$ cat config.mk
export PLATFORM = sky130hd
export DESIGN_NAME = bfss_supervisor
export DESIGN_NICKNAME = d
export VERILOG_FILES = /design/src/shared/bfss_pkg.sv /design/src/bfss_supervisor.sv
export VERILOG_INCLUDE_DIRS = /design/src /design/src/shared
export SDC_FILE = /design/constraint.sdc
export NUM_CORES = 1
export LEC_CHECK = 0
export BUFFER_PORTS_ARGS = -buffer_cell sky130_fd_sc_hd__buf_2
export CORE_MARGIN = 2
export CORE_UTILIZATION = 40
export DETAILED_ROUTE_END_ITERATION = 8
export SLEW_MARGIN = 20
export SYNTH_ARGS = -nofsm -noshare
export SYNTH_HDL_FRONTEND = slang
export SYNTH_SLANG_ARGS = --single-unit
$ cat constraint.sdc
create_clock -name clk -period 1.8 [get_ports clk]
set_input_delay 0.54 -clock clk [delete_from_list [all_inputs] [get_ports clk]]
set_output_delay 0.54 -clock clk [all_outputs]
set_load 0.02 [all_outputs]
$ cat src/shared/bfss_defs.svh
/*
 * constants for the boost fault and shutdown supervisor: timing figures, cycle counts and the counter width.
 * assumes a 125 MHz supervisor clock; includers use the macros only.
 */
`ifndef BFSS_DEFS_SVH
`define BFSS_DEFS_SVH

`define BFSS_CLK_MHZ 125
`define BFSS_UNDERVOLTAGE_LOCKOUT_DEGLITCH_US 50
`define BFSS_UNDERVOLTAGE_LOCKOUT_CYCLES (`BFSS_UNDERVOLTAGE_LOCKOUT_DEGLITCH_US * `BFSS_CLK_MHZ)
`define BFSS_FREQ_SET_PIN_LOW_US 7
`define BFSS_FREQ_SET_PIN_CYCLES (`BFSS_FREQ_SET_PIN_LOW_US * `BFSS_CLK_MHZ)
`define BFSS_DIM_LOW_CLOCKS 32750
`define BFSS_CNT_W 16

`endif

$ cat src/shared/bfss_pkg.sv
/*
 * types for the boost fault and shutdown supervisor.
 * assumes bfss_defs.svh supplies widths.
 */
`include "bfss_defs.svh"
package bfss_pkg;

    typedef enum logic [1:0] {
        BFSS_OFF,
        BFSS_DETECT,
        BFSS_RUN
    } bfss_state_t;

    typedef struct packed {
        logic switch_node_ovp;
        logic output_overvoltage_guard;
        logic output_low;
        logic sw_current_limit;
        logic secondary_switch_current_limit;
        logic input_overcurrent;
        logic vin_above_rise;
        logic input_sense_node_above_rise;
        logic vin_below_fall;
    } bfss_cmp_t;

    typedef struct packed {
        logic boost_enable;
        logic boost_on_time_cut;
        logic sinks_enable;
        logic remove_open_strings;
        logic gate_on;
        logic fault_b;
        logic shutdown;
    } bfss_ctl_t;

    typedef struct packed {
        bfss_state_t state;
        logic undervoltage_lockout_ok;
        logic ovp_halt;
        logic sw_latched;
        logic oc_latched;
        logic [`BFSS_CNT_W-1:0] dim_cnt;
        logic [`BFSS_CNT_W-1:0] uv_cnt;
        logic [`BFSS_CNT_W-1:0] freq_set_pin_cnt;
        bfss_ctl_t ctl;
    } bfss_reg_t;

endpackage : bfss_pkg

$ cat src/bfss_supervisor.sv
/*
 * fault supervision and shutdown control for a boost led backlight driver.
 * assumes comparator outputs and pin levels already synchronous to clk.
 */
`timescale 1ns/10ps
`default_nettype none
`include "bfss_defs.svh"

module bfss_supervisor
    import bfss_pkg::*;
#(
    parameter int unsigned DIM_LOW_CLOCKS = `BFSS_DIM_LOW_CLOCKS,
    parameter int unsigned UNDERVOLTAGE_LOCKOUT_CYCLES = `BFSS_UNDERVOLTAGE_LOCKOUT_CYCLES,
    parameter int unsigned FREQ_SET_PIN_CYCLES = `BFSS_FREQ_SET_PIN_CYCLES
)
(
    // clock and reset
    input wire logic clk,
    input wire logic rst_b,
    // external controller pins
    input wire logic dim_in,
    input wire logic freq_set_pin,
    // analog comparators and led detection done
    input wire bfss_cmp_t cmp,
    input wire logic led_detect_done,
    // controls
    output bfss_ctl_t ctl
);

    localparam int unsigned CW = `BFSS_CNT_W;

    bfss_reg_t r_q;
    bfss_reg_t r_d;
    logic fast_off;
    logic dim_off;

    // ------------------------------------------------------------
    // next state
    // ------------------------------------------------------------
    always_comb
    begin
        r_d = r_q;
        fast_off = 1'b0;
        dim_off = 1'b0;
        // dimming low counter
        if (dim_in)
        begin
            r_d.dim_cnt = '0;
        end
        else if (r_q.dim_cnt <= CW'(DIM_LOW_CLOCKS))
        begin
            r_d.dim_cnt = r_q.dim_cnt + CW'(1);
        end
        dim_off = !dim_in && (r_q.dim_cnt >= CW'(DIM_LOW_CLOCKS));
        // undervoltage deglitch
        if (!cmp.vin_below_fall)
        begin
            r_d.uv_cnt = '0;
        end
        else if (r_q.uv_cnt <= CW'(UNDERVOLTAGE_LOCKOUT_CYCLES))
        begin
            r_d.uv_cnt = r_q.uv_cnt + CW'(1);
        end
        if (cmp.vin_below_fall && r_q.uv_cnt >= CW'(UNDERVOLTAGE_LOCKOUT_CYCLES))
        begin
            r_d.undervoltage_lockout_ok = 1'b0;
        end
        else if (cmp.vin_above_rise && cmp.input_sense_node_above_rise)
        begin
            r_d.undervoltage_lockout_ok = 1'b1;
        end
        // frequency-set low filter
        if (freq_set_pin)
        begin
            r_d.freq_set_pin_cnt = '0;
        end
        else if (r_q.freq_set_pin_cnt <= CW'(FREQ_SET_PIN_CYCLES))
        begin
            r_d.freq_set_pin_cnt = r_q.freq_set_pin_cnt + CW'(1);
        end
        fast_off = !freq_set_pin && (r_q.freq_set_pin_cnt >= CW'(FREQ_SET_PIN_CYCLES));
        // latched faults
        if (dim_off || !r_q.undervoltage_lockout_ok)
        begin
            r_d.sw_latched = 1'b0;
            r_d.oc_latched = 1'b0;
        end
        if (r_q.state == BFSS_RUN && cmp.switch_node_ovp)
        begin
            r_d.sw_latched = 1'b1;
        end
        if (cmp.secondary_switch_current_limit || cmp.input_overcurrent)
        begin
            r_d.oc_latched = 1'b1;
        end
        // output overvoltage halt, auto restart
        if (cmp.output_overvoltage_guard)
        begin
            r_d.ovp_halt = 1'b1;
        end
        else if (cmp.output_low)
        begin
            r_d.ovp_halt = 1'b0;
        end
        // operating state
        case (r_q.state)
            BFSS_OFF:
            begin
                if (dim_in && r_q.undervoltage_lockout_ok && !fast_off)
                begin
                    r_d.state = BFSS_DETECT;
                end
            end
            BFSS_DETECT:
            begin
                if (led_detect_done)
                begin
                    r_d.state = BFSS_RUN;
                end
            end
            BFSS_RUN:
            begin
            end
            default:
            begin
                r_d.state = BFSS_OFF;
            end
        endcase
        if (dim_off || !r_q.undervoltage_lockout_ok || fast_off)
        begin
            r_d.state = BFSS_OFF;
        end
        // outputs
        r_d.ctl.shutdown = (r_d.state == BFSS_OFF);
        r_d.ctl.fault_b = !r_d.oc_latched && !r_d.sw_latched;
        r_d.ctl.gate_on = !r_d.ctl.shutdown && !r_d.oc_latched && !r_d.sw_latched;
        r_d.ctl.boost_enable = r_d.ctl.gate_on && dim_in && !r_d.ovp_halt;
        r_d.ctl.sinks_enable = r_d.ctl.gate_on && dim_in;
        r_d.ctl.remove_open_strings = cmp.output_overvoltage_guard;
        r_d.ctl.boost_on_time_cut = cmp.sw_current_limit;
    end

    // ------------------------------------------------------------
    // state register
    // ------------------------------------------------------------
    always_ff @(posedge clk)
    begin
        if (!rst_b)
        begin
            r_q <= '{state: BFSS_OFF, undervoltage_lockout_ok: 1'b0, ovp_halt: 1'b0, sw_latched: 1'b0,
                     oc_latched: 1'b0, dim_cnt: '0, uv_cnt: '0, freq_set_pin_cnt: '0,
                     ctl: '{boost_enable: 1'b0, boost_on_time_cut: 1'b0, sinks_enable: 1'b0,
                            remove_open_strings: 1'b0, gate_on: 1'b0, fault_b: 1'b1,
                            shutdown: 1'b1}};
        end
        else
        begin
            r_q <= r_d;
        end
    end

    assign ctl = r_q.ctl;
endmodule : bfss_supervisor
`default_nettype wire

==> metrics.md <==
| Metric | Value |
|---|---|
| Status | finished, violations left |
| Failing checks | negative setup slack |
| Via count of the first global-routing pass | 2,086 |
| Finished Cell Area | 0.00343 mm² |
| Min-delay src | cmp[5] |
| Unrepaired setup endpoints after global routing | yes |
| Largest cells by area after synthesis | dfxtp_1 45%, nor2_1 6.2%, xnor2_1 4.9%, nand2_1 3.5%, xor2_1 2.9% |
| Tot Pwr | 2.71 mW |
| Clk slew on worst S/H paths | 0.07 ns |
| TritonCTS sink count | 61 |
| DRT iter0 DRCs | 93 |
| Slew @ Worst Pin | 0.435 ns |
| Peak Freq | 0.537 GHz |
| CTS tree | yes |
| Die span in y | 86.2 µm |
| 1st-pass router iterations | 4 |
| CTS H-Tree Depth | 3 |
| Initial Util | 41.9% |
| Top-area cell type share of the netlist area | 45.1% |
| Syn avg cell area | 8.78 µm² |
| CP Launch Point | r_q[23]$_SDFFE_PN0P_ |
| Synth Instances | 308 |
| Top layer in use | met4 |
| Max_cap viols | 0 |
| Net switching power | 0.588 mW |
| Final period util | 104% |
| Prevailing post-synth register cell | dfxtp_1 |
| WL/cell | 12.8 µm |
| Met2 WL | 2680 µm |
| CTS max path bufs | 2 |
| Post-synth cell types | 48 |
| Fin util | 53.1% |
| Total Wirelength | 5670 µm |
| Hold slack | 0.423 ns |
| HP Class | in -> reg |
| Final Hold Fails | 0 |
| RD Place Congestion | 0.762 |
| Power Density | 790 mW/mm² |
| PortBufs | 20 |
| All-Layer GR Usage | 15.8% |
| Gate power share | 4.6% |
| Switching part of the total | 21.7% |
| Peak VDD IR | 0.428 mV |
| WL met3 | 211 µm |
| Post-place instance area | 0.00305 mm² |
| Via count | 2,243 |
| Met1 WL | 2720 µm |
| First-pass GRT wire length | 9220 µm |
| N_diodes | 0 |
| CP Data Arrival Time | 2.12 ns |
| Relative slew slack | 70.9% |
| Gr ovfl total | 0 |
| CORE AREA | 0.00646 mm² |
| Post-synth ARST share | 0% |
| Clk root buf | clkbuf_8 |
| Minimum clock period | 1.86 ns |
| Row count | 29 |
| Critical path class | reg -> reg |
| Initial antenna violation count | 0 |
| Die X | 86.2 µm |
| Die area | 0.00744 mm² |
| Critical-path maximum fanout | 3 |
| Net count after synthesis | 327 |
| Worst Skew | 0.00635 ns |
| Post-route setup slack | -0.0631 ns |
| Yosys reg bits | 61 |
| Layout cells sized above 1 | 29.6% |
| Post-synth top area cell | dfxtp_1 |
| CTS buffer count | 9 |
| CP required | 2.06 ns |
| Skew-Pair Late Insertion Delay | 0.33 ns |
| FF-to-FF Start | r_q[23]$_SDFFE_PN0P_ |
| Antenna Violating Nets Remaining | 0 |
| Setup crit end kind | flop |
| Post-synthesis sequential area ratio | 45.1% |
| Post-DR vias/cell | 5.07 |
| Mapped Area | 0.00271 mm² |
| Io pins | 21 |
| Number of remaining DRC errors | 0 |
| P_leak | 1.39 nW |
| Cts hold-fix bufs | 0 |
| Final Max Tran Viols | 0 |
| Yosys Warn Count | 0 |
| Internal | 2.12 mW |
| Final setup vio count | 1 |
| Synth-to-layout area growth | 26.8% |
| Clock network fraction of total power | 44.7% |
| Reg power frac | 50.7% |
| Final Net Count | 380 |
| Worst Setup Start Kind | flop |
| Largest net degree at the start of global routing | 13 |
| DP Wirelength | 3930 µm |
| Number of synthesized flops with an enable pin | 0 |
[per-stage QoR]
step           TNS [ns]  worst slack, ns  instances
2_1_floorplan   -0.0912          -0.0407        308
3_3_place_gp    -0.0490          -0.0150        421
3_5_place_dp     -0.263          -0.0560        421
4_1_cts         -0.0868          -0.0541        436
5_1_grt          -0.386           -0.123        442
6_report        -0.0631          -0.0631        442
[layout by cell type, fill, tap and decap left out, types with 3 or more instances in the layout]
master / instances
dfxtp_1: 54
nor2_1: 44
buf_4: 35
nand2_1: 24
buf_2: 20
xnor2_1: 15
a21oi_1: 13
and2_1: 12
clkbuf_8: 11
inv_1: 9
nand3_1: 9
xor2_1: 9
and3_1: 8
nand4_1: 7
nor3_1: 6
dfxtp_2: 6
nand2b_1: 4
and4_1: 4
or3_1: 4
nand3b_1: 3
a211oi_2: 3
o21ai_1: 3
o31ai_1: 3
o21ai_0: 3
ha_1: 3
[logic make-up (layout without fill, tap and decap cells)]
group	after synthesis	in the layout	synth area share, %
mux	2	2	0.740
fa+ha+maj	5	5	2.31
buf+inv	25	81	4.72
compound gates	43	43	10.5
flops	61	61	45.1
xor+xnor	24	24	7.77
simple gates	148	149	28.8
[state kept, by name (all words and copies together), names as in the netlist]
register  cells
r_q          54
ctl           7
[synthesized netlist by cell type (3+ instances only)]
master	n
nand4_1	7
clkbuf_1	5
nor3_1	7
o21ai_0	5
dfxtp_1	61
xor2_1	9
a211oi_1	4
nor2_1	45
nand2_1	25
inv_1	11
or3_1	4
o31ai_1	4
or4_1	4
nand2b_1	4
nand3_1	10
xnor2_1	15
ha_1	5
and3_1	8
and4_1	4
a21oi_1	15
and2_1	12
buf_4	7
nand3b_1	3
nor4_1	3
[repair_timing]
action                     CTS  global route
setup buffers                0             5
hold endpoints to repair     0             0
resized for setup            4            31
setup endpoints to repair   15            28
gates cloned                 0             1
pin swaps                    2            18
[per-layer routing]
layer  global-route usage (%)  vias to the layer above
li1                         -                     1170
met4                     5.54                        0
met1                     20.2                     1031
met5                        0                        -
met2                     24.6                       37
met3                     5.71                        5
[power by group through the flow]
stage	Clock, mW	Combinational, mW	Sequential (mW)
after floorplan	0	0.0654	1.41
after global placement	0	0.114	1.40
after detailed placement	0	0.115	1.41
after CTS	1.25	0.116	1.37
after global routing	1.30	0.139	1.38
final	1.21	0.123	1.38
[layout make-up]
cell class              count  area (µm²)
clock buffers              11         151
well taps                  77        96.3
multi-input cells         223        1500
inverters                  11        41.3
clock inverters             4        47.5
repair buffers             55         363
flip-flops and latches     61        1230
fillers                   620        3030
[final timing paths]
kind,to,slack [ns],depth (start not counted)
worst max-delay path,r_q[33]$_SDFFE_PN0P_,-0.06,8
worst min-delay path,ctl[5]$_SDFF_PN0_,0.42,2
worst max register to register,r_q[33]$_SDFFE_PN0P_,-0.06,8
worst min register to register,r_q[22]$_SDFFE_PP0P_,0.46,1
[worst max-delay path: stages, from the launching register on]
cell	delay, ns
dfxtp_2	0.32
inv_2	0.06
ha_4	0.13
nor2b_2	0.04
o21ai_1	0.14
a211oi_2	0.10
or4_1	0.53
or3_1	0.32
a21oi_1	0.16
Power figures use the tool's default switching activity.
